File: config.mk
export PLATFORM = sky130hd
export DESIGN_NAME = sysctl_glue
export DESIGN_NICKNAME = d
export VERILOG_FILES = /design/src/hdl/sysctl_pkg.sv /design/src/hdl/addr_latch.sv /design/src/hdl/sysctl_glue.sv
export SDC_FILE = /design/constraint.sdc
export NUM_CORES = 1
export LEC_CHECK = 0
export BUFFER_PORTS_ARGS = -buffer_cell sky130_fd_sc_hd__buf_2
export CAP_MARGIN = 20
export CORE_UTILIZATION = 43
export CTS_BUF_LIST = sky130_fd_sc_hd__clkbuf_8
export CTS_CLUSTER_DIAMETER = 40
export CTS_CLUSTER_SIZE = 14
export DETAILED_ROUTE_END_ITERATION = 6
export PLACE_DENSITY = 0.85
export SLEW_MARGIN = 5
export SYNTH_ARGS = -nofsm -noshare
export SYNTH_HDL_FRONTEND = slang
export SYNTH_SLANG_ARGS = --single-unit
File: constraint.sdc
create_clock -name clk_sys_i -period 0.9 [get_ports clk_sys_i]
set_input_delay 0.09 -clock clk_sys_i [delete_from_list [all_inputs] [get_ports clk_sys_i]]
set_output_delay 0.09 -clock clk_sys_i [all_outputs]
set_load 0.05 [all_outputs]
File: src/hdl/sysctl_pkg.sv
// Shared constants for the system-control glue logic.
// Assumes a single 100 MHz system clock and an active-high async reset.
package sysctl_pkg;

   // ======================================================================
   // Address space
   // ======================================================================
   localparam int unsigned ADDR_WIDTH     = 20;
   localparam int unsigned ROM_NIB_MSB    = 19;
   localparam int unsigned ROM_NIB_LSB    = 16;
   localparam logic [3:0]  ROM_NIB        = 4'hF;
   localparam logic [19:0] ROM_BASE       = 20'hF0000;
   localparam logic [19:0] ROM_LAST       = 20'hFFFFF;
   localparam logic [19:0] ADDR_RESET     = 20'h00000;

   // ======================================================================
   // Clock and synchronisers
   // ======================================================================
   localparam int unsigned CLK_PERIOD_NS  = 10;
   localparam int unsigned SYNC_STAGES    = 3;
   localparam logic [2:0]  SYNC_RESET     = 3'h7;

   // ======================================================================
   // Reset values of registered control state
   // ======================================================================
   localparam logic        READY_RESET    = 1'b1;
   localparam logic        TC_RESET       = 1'b0;
   localparam logic        DONE_RESET     = 1'b0;

endpackage : sysctl_pkg

File: src/hdl/addr_latch.sv
// Address latch with tri-state style output enable.
// Assumes the latch strobe comes from logic on the same system clock.
module addr_latch #(
   parameter int unsigned WIDTH = sysctl_pkg::ADDR_WIDTH
) (
   input  wire logic             clk_sys_i,
   input  wire logic             reset_i,
   input  wire logic             latch_strobe_i,
   input  wire logic             bus_grant_i,
   input  wire logic [WIDTH-1:0] addr_in_i,
   output logic      [WIDTH-1:0] addr_o,
   output logic                  addr_oe_o
);

   // ======================================================================
   // Capture
   // ======================================================================
   // latch on strobe
   always_ff @(posedge clk_sys_i or posedge reset_i) begin
      if (reset_i) begin
         addr_o <= WIDTH'(sysctl_pkg::ADDR_RESET);
      end else if (latch_strobe_i) begin
         addr_o <= addr_in_i;
      end
   end

   // ======================================================================
   // Drive enable
   // ======================================================================
   // float on grant
   assign addr_oe_o = ~bus_grant_i;

   hold_addr_a: assert property (
      @(posedge clk_sys_i) disable iff (reset_i)
      !latch_strobe_i |=> $stable(addr_o))
      else $error("address changed without strobe");

   load_addr_a: assert property (
      @(posedge clk_sys_i) disable iff (reset_i)
      latch_strobe_i |=> addr_o == $past(addr_in_i))
      else $error("address not loaded on strobe");

   float_addr_a: assert property (
      @(posedge clk_sys_i) disable iff (reset_i)
      addr_oe_o != bus_grant_i)
      else $error("address driven during grant");

endmodule : addr_latch

File: src/hdl/sysctl_glue.sv
// System-control glue between the processor bus and the system board:
// boot ROM select, board data buffer control, NMI gating, address latch,
// bus grant, wait stretching and DMA terminal count.
// Assumes bus strobes come from logic on clk_sys_i, except READY, which
// is a wired pin from the expansion bus and is synchronised here.
module sysctl_glue #(
   parameter int unsigned ADDR_W = sysctl_pkg::ADDR_WIDTH,
   parameter int unsigned STAGES = sysctl_pkg::SYNC_STAGES
) (
   input  wire logic              clk_sys_i,
   input  wire logic              reset_i,
   // Bus cycle qualifiers
   input  wire logic              mem_read_n_i,
   input  wire logic              io_read_n_i,
   input  wire logic              io_cycle_n_i,
   input  wire logic              memio_sel_n_i,
   input  wire logic              fdc_dack_n_i,
   input  wire logic              refresh_n_i,
   // Address for the ROM decode
   input  wire logic              addr_bit19_i,
   input  wire logic              addr_bit18_i,
   input  wire logic              addr_bit17_i,
   input  wire logic              addr_bit16_i,
   // Address latch
   input  wire logic              ale_i,
   input  wire logic [ADDR_W-1:0] cpu_addr_i,
   output logic      [ADDR_W-1:0] addr_o,
   output logic                   addr_oe_o,
   // Bus grant
   input  wire logic              dma_hold_i,
   output logic                   aen_o,
   output logic                   cmd_oe_o,
   // Interrupt gating
   input  wire logic              nmi_i,
   input  wire logic              nmi_mask_en_i,
   output logic                   nmi_gated_o,
   // Data buffers
   input  wire logic              cpu_read_n_i,
   input  wire logic              data_gate_n_i,
   output logic                   cpu_xcvr_dir_o,
   output logic                   cpu_xcvr_en_n_o,
   output logic                   rom_sel_n_o,
   output logic                   buf_enable_n_o,
   output logic                   buf_dir_o,
   // Wait stretch
   input  wire logic              ready_i,
   output logic                   cpu_ready_o,
   // DMA terminal count
   input  wire logic              dma_count_done_i,
   output logic                   dma_terminal_count_o
);

   // ======================================================================
   // Active-high views of the pins
   // ======================================================================
   logic mem_read;
   logic io_read;
   logic io_cycle;
   logic memio_sel;
   logic fdc_dack;
   logic refresh;
   logic rom_sel;

   assign mem_read  = ~mem_read_n_i;
   assign io_read   = ~io_read_n_i;
   assign io_cycle  = ~io_cycle_n_i;
   assign memio_sel = ~memio_sel_n_i;
   assign fdc_dack  = ~fdc_dack_n_i;
   assign refresh   = ~refresh_n_i;

   // ======================================================================
   // Decode functions
   // ======================================================================
   // Top 64K hit, used only by the ROM select decode
   function automatic logic rom_hit(input logic [3:0] nib);
      rom_hit = (nib == sysctl_pkg::ROM_NIB);
   endfunction : rom_hit

   // Read towards the processor, used only by the buffer direction decode
   function automatic logic toward_cpu(
      input logic mr, input logic ir, input logic ioc,
      input logic ms, input logic fd);
      logic mem_term;
      logic io_term;
      mem_term = mr & ~ioc & (~fd | ms | ir);
      io_term  = (ir & ioc) | (ir & fd & ~ms & ~mr);
      toward_cpu = mem_term | io_term;
   endfunction : toward_cpu

   // ======================================================================
   // ROM select
   // ======================================================================
   // ROM window decode
   assign rom_sel = mem_read & ~refresh
                  & rom_hit({addr_bit19_i, addr_bit18_i,
                             addr_bit17_i, addr_bit16_i});
   assign rom_sel_n_o = ~rom_sel;

   // ======================================================================
   // Board data buffer
   // ======================================================================
   // read direction, for memory and I/O reads
   assign buf_dir_o = ~toward_cpu(mem_read, io_read, io_cycle,
                                  memio_sel, fdc_dack);

   assign buf_enable_n_o = (~memio_sel & ~rom_sel & ~fdc_dack)
                         | (memio_sel & fdc_dack);

   // ======================================================================
   // Processor data transceiver
   // ======================================================================
   // direction and gate
   assign cpu_xcvr_dir_o  = cpu_read_n_i;
   assign cpu_xcvr_en_n_o = data_gate_n_i;

   // ======================================================================
   // NMI gating
   // ======================================================================
   // masked NMI
   assign nmi_gated_o = nmi_mask_en_i & nmi_i;

   // ======================================================================
   // Bus grant and address latch
   // ======================================================================
   // grant to masters
   assign aen_o    = dma_hold_i;
   assign cmd_oe_o = ~dma_hold_i;

   addr_latch #(
      .WIDTH          (ADDR_W)
   ) u_addr_latch (
      .clk_sys_i      (clk_sys_i),
      .reset_i        (reset_i),
      .latch_strobe_i (ale_i),
      .bus_grant_i    (dma_hold_i),
      .addr_in_i      (cpu_addr_i),
      .addr_o         (addr_o),
      .addr_oe_o      (addr_oe_o)
   );

   // ======================================================================
   // READY synchroniser and wait stretch
   // ======================================================================
   logic [STAGES-1:0] ready_sync;

   // Shift chain; first stage is read only by the second
   always_ff @(posedge clk_sys_i or posedge reset_i) begin
      if (reset_i) begin
         ready_sync <= STAGES'(sysctl_pkg::SYNC_RESET);
      end else begin
         ready_sync <= {ready_sync[STAGES-2:0], ready_i};
      end
   end

   always_ff @(posedge clk_sys_i or posedge reset_i) begin
      if (reset_i) begin
         cpu_ready_o <= sysctl_pkg::READY_RESET;
      end else if (ready_sync[STAGES-1] == ready_sync[STAGES-2]) begin
         cpu_ready_o <= ready_sync[STAGES-1];
      end
   end

   // ======================================================================
   // DMA terminal count
   // ======================================================================
   logic count_done_q;

   // Edge memory of the end-of-count level
   always_ff @(posedge clk_sys_i or posedge reset_i) begin
      if (reset_i) begin
         count_done_q <= sysctl_pkg::DONE_RESET;
      end else begin
         count_done_q <= dma_count_done_i;
      end
   end

   always_ff @(posedge clk_sys_i or posedge reset_i) begin
      if (reset_i) begin
         dma_terminal_count_o <= sysctl_pkg::TC_RESET;
      end else begin
         dma_terminal_count_o <= dma_count_done_i & ~count_done_q;
      end
   end

   // ======================================================================
   // Checks
   // ======================================================================
   // refresh blocks ROM
   rom_refresh_a: assert property (
      @(posedge clk_sys_i) disable iff (reset_i)
      (refresh || !mem_read) |-> rom_sel_n_o)
      else $error("ROM selected outside a memory read");

   rom_window_a: assert property (
      @(posedge clk_sys_i) disable iff (reset_i)
      (mem_read && !refresh && addr_bit19_i && addr_bit18_i
       && addr_bit17_i && addr_bit16_i) |-> !rom_sel_n_o)
      else $error("ROM not selected in top 64K read");

   rom_low_a: assert property (
      @(posedge clk_sys_i) disable iff (reset_i)
      !(addr_bit19_i && addr_bit18_i && addr_bit17_i && addr_bit16_i)
      |-> rom_sel_n_o)
      else $error("ROM selected below the top 64K");

   dir_mem_a: assert property (
      @(posedge clk_sys_i) disable iff (reset_i)
      (mem_read && !io_cycle && !fdc_dack) |-> !buf_dir_o)
      else $error("buffer direction wrong in memory read");

   dir_io_a: assert property (
      @(posedge clk_sys_i) disable iff (reset_i)
      (io_read && io_cycle) |-> !buf_dir_o)
      else $error("buffer direction wrong in I/O read");

   dir_idle_a: assert property (
      @(posedge clk_sys_i) disable iff (reset_i)
      (!mem_read && !io_read) |-> buf_dir_o)
      else $error("buffer turned without a read");

   enb_clash_a: assert property (
      @(posedge clk_sys_i) disable iff (reset_i)
      (memio_sel && fdc_dack) |-> buf_enable_n_o)
      else $error("buffer enabled with select and ack");

   enb_rom_a: assert property (
      @(posedge clk_sys_i) disable iff (reset_i)
      (!rom_sel_n_o && !fdc_dack && !memio_sel) |-> !buf_enable_n_o)
      else $error("buffer off during ROM read");

   enb_sel_a: assert property (
      @(posedge clk_sys_i) disable iff (reset_i)
      (memio_sel && !fdc_dack) |-> !buf_enable_n_o)
      else $error("buffer off during selected cycle");

   nmi_mask_a: assert property (
      @(posedge clk_sys_i) disable iff (reset_i)
      !nmi_mask_en_i |-> !nmi_gated_o)
      else $error("NMI passed while masked");

   nmi_pass_a: assert property (
      @(posedge clk_sys_i) disable iff (reset_i)
      (nmi_mask_en_i && nmi_i) |-> nmi_gated_o)
      else $error("NMI lost while enabled");

   grant_cmd_a: assert property (
      @(posedge clk_sys_i) disable iff (reset_i)
      aen_o |-> (!cmd_oe_o && !addr_oe_o))
      else $error("commands driven during grant");

   ready_low_a: assert property (
      @(posedge clk_sys_i) disable iff (reset_i)
      (!ready_i [*4]) |=> !cpu_ready_o)
      else $error("cycle not stretched by READY low");

   ready_high_a: assert property (
      @(posedge clk_sys_i) disable iff (reset_i)
      (ready_i [*4]) |=> cpu_ready_o)
      else $error("cycle still stretched after READY high");

   tc_pulse_a: assert property (
      @(posedge clk_sys_i) disable iff (reset_i)
      dma_terminal_count_o |=> !dma_terminal_count_o)
      else $error("terminal count longer than one cycle");

   tc_rise_a: assert property (
      @(posedge clk_sys_i) disable iff (reset_i)
      $rose(dma_count_done_i) |=> dma_terminal_count_o)
      else $error("terminal count missed");

   tc_cause_a: assert property (
      @(posedge clk_sys_i) disable iff (reset_i)
      dma_terminal_count_o
      |-> ($past(dma_count_done_i) && !$past(dma_count_done_i, 2)))
      else $error("terminal count without end of count");

   xcvr_gate_a: assert property (
      @(posedge clk_sys_i) disable iff (reset_i)
      (cpu_xcvr_en_n_o == data_gate_n_i)
      && (cpu_xcvr_dir_o == cpu_read_n_i))
      else $error("transceiver not following gate or read");

endmodule : sysctl_glue

==> summary by stage, run 1 <==
Critical path
The cell type group with the largest total delay on the critical path is flip-flops. The worst setup path is of the reg2out kind. The data arrival time of the critical path is 0.97 ns. The signal on the critical path passes through buf_8. The largest incremental delay on the critical path is 0.56 ns. The most critical setup path has its startpoint at cpu_ready_o$_DFFE_PP1N_. In this run the critical register-to-register path is launched from u_addr_latch.addr_o[16]$_DFFE_PP0P_. Among all stages on the critical path, the largest delay is contributed by sky130_fd_sc_hd__dfstp_2. The worst register-to-register path ends at u_addr_latch.addr_o[16]$_DFFE_PP0P_.

STA classifies the critical path endpoint as an output port. The startpoint type of the worst setup path is a register. STA puts the critical path data required time at 0.81 ns.

Following the worst setup path forward leads to its endpoint at cpu_ready_o. The worst path buffer plus inverter count is 1. The count of cells along the worst register-to-register path is 2.

Across all register-to-register paths, the minimum setup slack is -0.04 ns. In this run the number of cells on the critical path is 1. In this run the worst path has a maximum fanout of 2.

Cells and area
The antenna diode instance count is 0. In the final layout, the multi-input gates occupy 407 sq um. The area growth from synthesis to layout is 66.1%. In the final layout, the share of cells above drive strength 1 is 0.914. The final-stage net count is 180.

For this run, the number of standard cells in the final layout without fillers is between 150 and 200. Counting the fill cells in the layout gives 147. Measured on the finished design, the core utilization comes to 0.787.

The area used by sequential logic in the layout is roughly 680 sq um.

Place
Routability-driven placement finished with a final weighted congestion of ~0.74. The total of buffers placed on input and output ports is 66. The HPWL reported at the end of detailed placement is between 1500 and 2000 microns. The number of placed instances, taps included is approximately 160.

Logic synthesis
The cell with the most instances after synthesis is sky130_fd_sc_hd__dfrtp_1. The number of warning messages in the yosys log is 0. By count the netlist is led by sky130_fd_sc_hd__dfrtp_1 (22), sky130_fd_sc_hd__mux2_4 (21), sky130_fd_sc_hd__buf_4 (4), sky130_fd_sc_hd__dfstp_2 (4), sky130_fd_sc_hd__inv_1 (3). Yosys mapped the design onto 14 distinct sky130hd cell types. The cell area after synthesis is about 1100 sq um. The most used flip-flop cell after synthesis is sky130_fd_sc_hd__dfrtp_1.

The synthesized instance count is 64. Summed over all instances, the cell type with the most area after synthesis is sky130_fd_sc_hd__dfrtp_1. When the netlist entered floorplanning its net count stood at around 100. For this run, the register share of the synthesized area comes to 0.597. The top cell type's share of synthesized area is 0.501. The number of flip-flops and latches in the synthesized netlist is 26. In the post-synthesis netlist, the biggest area contributors are sky130_fd_sc_hd__dfrtp_1 (50%), sky130_fd_sc_hd__mux2_4 (29%), sky130_fd_sc_hd__dfstp_2 (9.6%), sky130_fd_sc_hd__buf_4 (2.7%), sky130_fd_sc_hd__buf_6 (2.1%). Of all flip-flops after synthesis, the portion carrying an async set or reset was 1.00. The synthesized area per cell is ~17 sq um.

The number of synthesized flops with an enable pin is 0.

Min path
In this run the worst hold path is classified as in2reg. The instance count along the most critical hold path is 2.

GRT
Summed over all layers, the global routing overflow is 0. The via count of the first global-routing pass is approximately 890. The number of antenna violations at the first check in global routing is 0. Entering global routing, the biggest net connects 21 pins. The total track usage is 0.205. The wire length of the first global-routing pass is between 3000 and 4000 microns.

STA
The portion of the clock cycle consumed by the worst path in the final layout is 1.17. Setup repair after global routing could not meet its margin everywhere. The clock period minus worst slack is 1.06 ns.

Across the routed clock network, the largest skew measured is between 0.008 and 0.009 ns. The count of final max-slew check failures is 0. The final hold violation count came to 0. Headroom to the max-slew limit came out at 0.818. Based on the critical path, the design can be clocked at up to 0.948 GHz.

At the pin with the least slew margin, the transition time is between 0.2 and 0.3 ns. The number of failing setup endpoints in the final timing report is 26. The post-route worst setup slack is -0.155 ns.

Power
IR analysis of the VDD net gives a maximum drop of approximately 1.2 mV. The internal power of the cells is approximately 2.4 mW. The share of total power dissipated in the clock network is 0.275. The net switching power is just over 1 mW.

In this run the static leakage power is 0.905 nW. The power density of the placed cells is roughly 1900 nW/um^2. Of the total power, the share spent switching nets is 0.302. The share of total power dissipated in combinational logic is 0.320. The post-layout total power is 3.41 mW. The share of total power dissipated in sequential elements is 0.405.

Drt
Summed over all layers, the routed wires come to roughly 2600 microns. The wire length per cell after detailed routing is 15.6 microns. The pre-antenna-repair detailed-routing pass consisted of 4 iterations. The number of DRC violations after detailed-routing iteration 0 is 5.

The DRC violation count after routing is 0. The overall via count from detail_route is just over 800. The residual antenna-violating net count after detailed routing is 0. After detailed routing, the number of vias per cell comes to 4.83.

Clock network
The CTS sink count is 26. The CTS tree is built. The buffer levels on the longest clock path is 2. The clock root buffer is sky130_fd_sc_hd__clkbuf_8. The clock-pin slew on the worst setup and hold paths is 0.09 ns. The total number of H-tree levels is 1. Clock latency on the worst-skew pair, taken at its later pin, is ~0.27 ns.

The CTS buffer count is 3.

Floorplan
The area of the core is roughly 2300 sq um. The floorplan step set the die width to 52.5 microns. The boundary pin count is between 70 and 80.

From bottom edge to top edge, the die measures approximately 53 microns. The area of the die is 2760 sq um. The row count is 17. The initial utilization of the core area, before any placement, comes to 0.474.

Job
Max-cap violations in this run came to 0.

Status
The checks that failed: negative setup slack. The flow ran to the end, but the final reports show violations.
==> flip-flops by register name, summed over array words and instances (netlist names) <==
name / flops
u_addr_latch.addr_o: 20
ready_sync: 3
count_done_q: 1
cpu_ready_o: 1
dma_terminal_count_o: 1
==> cells in the final DEF, fill, tap and decap left out, types with 2 or more instances in the layout <==
cell / count
sky130_fd_sc_hd__clkbuf_8: 3
sky130_fd_sc_hd__mux2_4: 21
sky130_fd_sc_hd__dfstp_2: 4
sky130_fd_sc_hd__buf_6: 25
sky130_fd_sc_hd__dfrtp_1: 2
sky130_fd_sc_hd__inv_1: 2
sky130_fd_sc_hd__buf_2: 39
sky130_fd_sc_hd__dlygate4sd3_1: 3
sky130_fd_sc_hd__dfrtp_2: 20
sky130_fd_sc_hd__buf_8: 3
sky130_fd_sc_hd__buf_4: 6
==> worst min-delay path by stage <==
| stage | startpoint | end | slack [ns] |
|---|---|---|---|
| floorplan | ready_i | ready_sync[0]$_DFF_PP1_ | 0.09 |
| global placement | reset_i | u_addr_latch.addr_o[19]$_DFFE_PP0P_ | 0.007 |
| detailed placement | reset_i | u_addr_latch.addr_o[19]$_DFFE_PP0P_ | 0.01 |
| CTS | cpu_addr_i[0] | u_addr_latch.addr_o[0]$_DFFE_PP0P_ | 0.04 |
| global route | cpu_addr_i[0] | u_addr_latch.addr_o[0]$_DFFE_PP0P_ | 0.05 |
| finish | cpu_addr_i[14] | u_addr_latch.addr_o[14]$_DFFE_PP0P_ | 0.05 |
==> power by group through the flow <==
| stage | clock (mW) | combinational (mW) | sequential, mW |
|---|---|---|---|
| floorplan | 0 | 0.325 | 1.72 |
| global placement | 0 | 0.879 | 1.36 |
| detailed placement | 0 | 0.894 | 1.37 |
| CTS | 0.964 | 1.06 | 1.38 |
| global route | 1.00 | 1.14 | 1.39 |
| finish | 0.937 | 1.09 | 1.38 |
==> layer usage <==
layer / vias up / GRT usage / routed length [microns]
li1: 365 / - / -
met1: 384 / 0.216 / 954
met2: 48 / 0.380 / 1440
met3: 10 / 0.0203 / 119
met4: 0 / 0.132 / 93
met5: - / 0 / 0
==> cell families (layout without fill, tap and decap cells) <==
kind of cell	count (synthesis)	in the layout	share of synthesized area
buffers and inverters	9	84	0.0581
multiplexers	21	21	0.287
AO/OA/AOI/OAI	2	2	0.0159
adder cells (fa/ha/maj)	1	1	0.00911
flip-flops	26	26	0.597
AND/OR/NAND/NOR	4	4	0.0251
XOR/XNOR	1	1	0.00797
==> repair_timing <==
action,in CTS,in global routing
pin swaps,3,0
endpoints found under the hold margin,16,0
setup endpoints to repair,25,25
buffers inserted,1,3
cloned,0,0
hold buffers,3,0
gates resized for setup,57,5
==> layout make-up <==
class                           count  area share
Sequential cell                    26       0.373
Clock buffer                        3      0.0226
Multi-Input combinational cell     29       0.223
Clock inverter                      1      0.0165
Inverter                            3     0.00754
Tap cell                           28      0.0192
Timing Repair Buffer               77       0.338
==> stage by stage <==
| step | worst slack, ns | area, sq um | hold WS (ns) | setup TNS (ns) |
|---|---|---|---|---|
| after floorplan | -0.0290 | 1140 | 0.0945 | -0.218 |
| after global placement | -0.0885 | 1500 | 0.00705 | -0.139 |
| after detailed placement | -0.0996 | 1500 | 0.0116 | -0.195 |
| after CTS | -0.166 | 1790 | 0.0408 | -0.843 |
| after global routing | -0.184 | 1820 | 0.0455 | -1.40 |
| final | -0.155 | 1820 | 0.0451 | -0.805 |
Note: power is estimated with default switching activity, not from simulation.
==> run 2: changes to the inputs <==
--- a/config.mk
+++ b/config.mk
@@ -7,6 +7,7 @@
 export LEC_CHECK = 0
 export BUFFER_PORTS_ARGS = -buffer_cell sky130_fd_sc_hd__buf_2
 export CAP_MARGIN = 20
+export CORE_ASPECT_RATIO = 1.75
 export CORE_UTILIZATION = 43
 export CTS_BUF_LIST = sky130_fd_sc_hd__clkbuf_8
 export CTS_CLUSTER_DIAMETER = 40
==> run 2 against run 1 <==
The run still ends with negative setup slack left. Routed wire length is 5.3% lower. Critical path type unchanged. Die area is 0.29% higher. Clock-buffer cell count is 1 higher.
==> summary by stage, run 2 (synthesized netlist as in run 1, its figures left out) <==
Job
The number of max-cap violations is 0 (unchanged).

GRT
The number of antenna violations at the first check in global routing is 0 (unchanged). The wire length of the first global-routing pass is 3680 microns (was 3890 microns). The maximum number of pins on one net before global-route repair is 15 (was 21). The total track usage came to 0.200 (was 0.205). The leftover overflow at the end of global routing is 0 (unchanged). The via count of the first global-routing pass is 819 (was 888).

STA
The clock period minus worst slack is 1.07 ns (was 1.06 ns). The portion of the clock cycle consumed by the worst path in the final layout is 1.19 (was 1.17). The worst-margin pin slew came to 0.238 ns (was 0.273 ns).

The relative max-transition margin was 0.841 (was 0.818). The final hold violation count is 0 (unchanged). The clock tree skew after final layout was 0.000424 ns (was 0.00869 ns).

The hold slack is 0.0513 ns (was 0.0451 ns). The post-route worst setup slack is -0.167 ns (was -0.155 ns). The count of final max-slew check failures is 0 (unchanged). Setup repair after global routing missed its margin: true (unchanged). The top achievable clock speed was 0.937 GHz (was 0.948 GHz). The number of failing setup endpoints in the final timing report is 22 (was 26).

Floorplan
The area of the die was 2770 sq um (was 2760 sq um). The initial core utilization was 0.466 (was 0.474). The boundary pin count is 71 (unchanged).

The vertical die dimension is 68.9 microns (was 52.5 microns). The row count came to 23 (was 17). The die width came to 40.2 microns (was 52.5 microns). The area of the core is 2360 sq um (was 2320 sq um).

Clock network
The CTS sink count is 26 (unchanged). The CTS tree was built (unchanged). The CTS buffer count was 3 (unchanged).

The buffer levels on the longest clock path is 2 (unchanged). The clock-pin slew on the worst setup and hold paths is 0.09 ns (about the same). The latest clock arrival within the worst-skew pair is 0.26 ns (was 0.27 ns).

The total number of H-tree levels is 1 (unchanged). The clock root buffer is sky130_fd_sc_hd__clkbuf_8 (unchanged).

Drt
The wire length per cell after detailed routing is 15.2 microns (was 15.6 microns). The detailed-router iteration count before antenna repair is 2 (was 4). The DRC violation count after routing was 0 (unchanged). The residual antenna-violating net count after detailed routing is 0 (unchanged). The overall via count from detail_route is 786 (was 807).

The number of vias per cell after detailed routing is 4.85 (was 4.83). The number of DRC violations after detailed-routing iteration 0 is 6 (was 5). The total length of routed wires is 2470 microns (was 2600 microns).

Cells and area
The final-stage net count was 178 (was 180). Most frequent cells in the layout: sky130_fd_sc_hd__buf_2 (39), sky130_fd_sc_hd__buf_6 (24), sky130_fd_sc_hd__mux2_4 (21), sky130_fd_sc_hd__dfrtp_2 (20) (was sky130_fd_sc_hd__buf_2 (39), sky130_fd_sc_hd__buf_6 (25), sky130_fd_sc_hd__mux2_4 (21), sky130_fd_sc_hd__dfrtp_2 (20), sky130_fd_sc_hd__buf_4 (6)). The most common cell after layout, fill and taps aside is sky130_fd_sc_hd__buf_2 (unchanged). The layout overhead on the synthesized area came to 63.9% (was 66.1%). Registers with the most flip-flops: u_addr_latch.addr_o x20, ready_sync x3 (unchanged). The most flop-heavy register is u_addr_latch.addr_o (unchanged). The number of flip-flops in the largest register is 20 (unchanged). The antenna diode instance count is 0 (unchanged). The share of final-layout standard cells stronger than drive strength 1 is 0.920 (was 0.914).

Critical path
The data arrival time of the critical path came to 0.98 ns (was 0.97 ns). The maximum net fanout on the critical path is 2 (unchanged). The cell with the largest stage delay on the worst path was sky130_fd_sc_hd__dfstp_2 (unchanged). The worst path buffer plus inverter count is 1 (unchanged). The data required time of the worst path was 0.81 ns (about the same). The largest incremental delay on the critical path is 0.57 ns (was 0.56 ns). Cell Chain, Critical Path: buf_8 (unchanged). The endpoint kind of the worst setup timing path was an output port (unchanged). The cell type group with the largest total delay on the critical path is flip-flops (unchanged).

The startpoint type of the worst setup path is a register (unchanged). The critical setup path kind is reg2out (unchanged).

Place
The HPWL reported at the end of detailed placement was 1720 microns (about the same). The total of buffers placed on input and output ports is 66 (unchanged). The routability-driven placement congestion ratio is 0.718 (was 0.738).

Status
Status: finished with violations (unchanged). Violated checks: negative setup slack (unchanged).

Min path
The worst hold path class is in2reg (unchanged).

Power
The peak supply drop is 1.03 mV (was 1.22 mV). The static leakage is 0.892 nW (was 0.905 nW). The power density of the placed cells is 1760 nW/um^2 (was 1870 nW/um^2). The post-layout total power came to 3.18 mW (was 3.41 mW).
run 2: timing repair:
action | 4_1_cts | 5_1_grt
endpoints found under the hold margin | 24 | 0
resized for setup | 55 | 6
hold buffers | 3 | 0
pin swaps | 3 | 1
buffers inserted | 0 | 1
cloned | 0 | 0
setup endpoints to repair | 25 | 24
run 2: per-stage QoR:
stage               setup WS [ns]  TNS (ns)  std cells   util  area [sq um]
CTS                        -0.163    -0.772        161  0.750          1770
global route               -0.193     -1.24        162  0.763          1800
detailed placement        -0.0964    -0.179        154  0.642          1510
floorplan                 -0.0290    -0.218         64      -          1140
finish                     -0.167    -0.619        162  0.763          1800
global placement          -0.0862    -0.141        154  0.642          1510
run 2: layer usage:
layer  vias up  GRT usage  wire (microns)
li1        360          -               -
met1       381      0.212             854
met2        43      0.369            1410
met3         2     0.0256             184
met4         0     0.0875              22
met5         -          0               0
run 2: worst paths after layout:
check	start	to	slack, ns	depth (start not counted)
worst max-delay path	cpu_ready_o$_DFFE_PP1N_	cpu_ready_o	-0.17	1
worst min-delay path	cpu_addr_i[16]	u_addr_latch.addr_o[16]$_DFFE_PP0P_	0.05	2
worst max register to register	u_addr_latch.addr_o[14]$_DFFE_PP0P_	u_addr_latch.addr_o[14]$_DFFE_PP0P_	0	2
worst min register to register	ready_sync[0]$_DFF_PP1_	ready_sync[1]$_DFF_PP1_	0.37	0
max in group asynchronous	reset_i	ready_sync[2]$_DFF_PP1_	0.27	4
min in group asynchronous	reset_i	u_addr_latch.addr_o[5]$_DFFE_PP0P_	0.40	4
run 2: cell type report:
class | count | area [sq um]
multi-input combinational | 29 | 412
fill | 134 | 559
inverter | 3 | 11.3
clock buffer | 4 | 55.1
sequential | 26 | 681
tap | 25 | 31.3
timing repair buffer | 75 | 611
run 2: where the power goes:
part           total, mW  switching, mW  internal (mW)
combinational       1.07          0.596          0.476
sequential          1.38         0.0804           1.30
clock              0.726          0.336          0.390
total               3.18           1.01           2.16
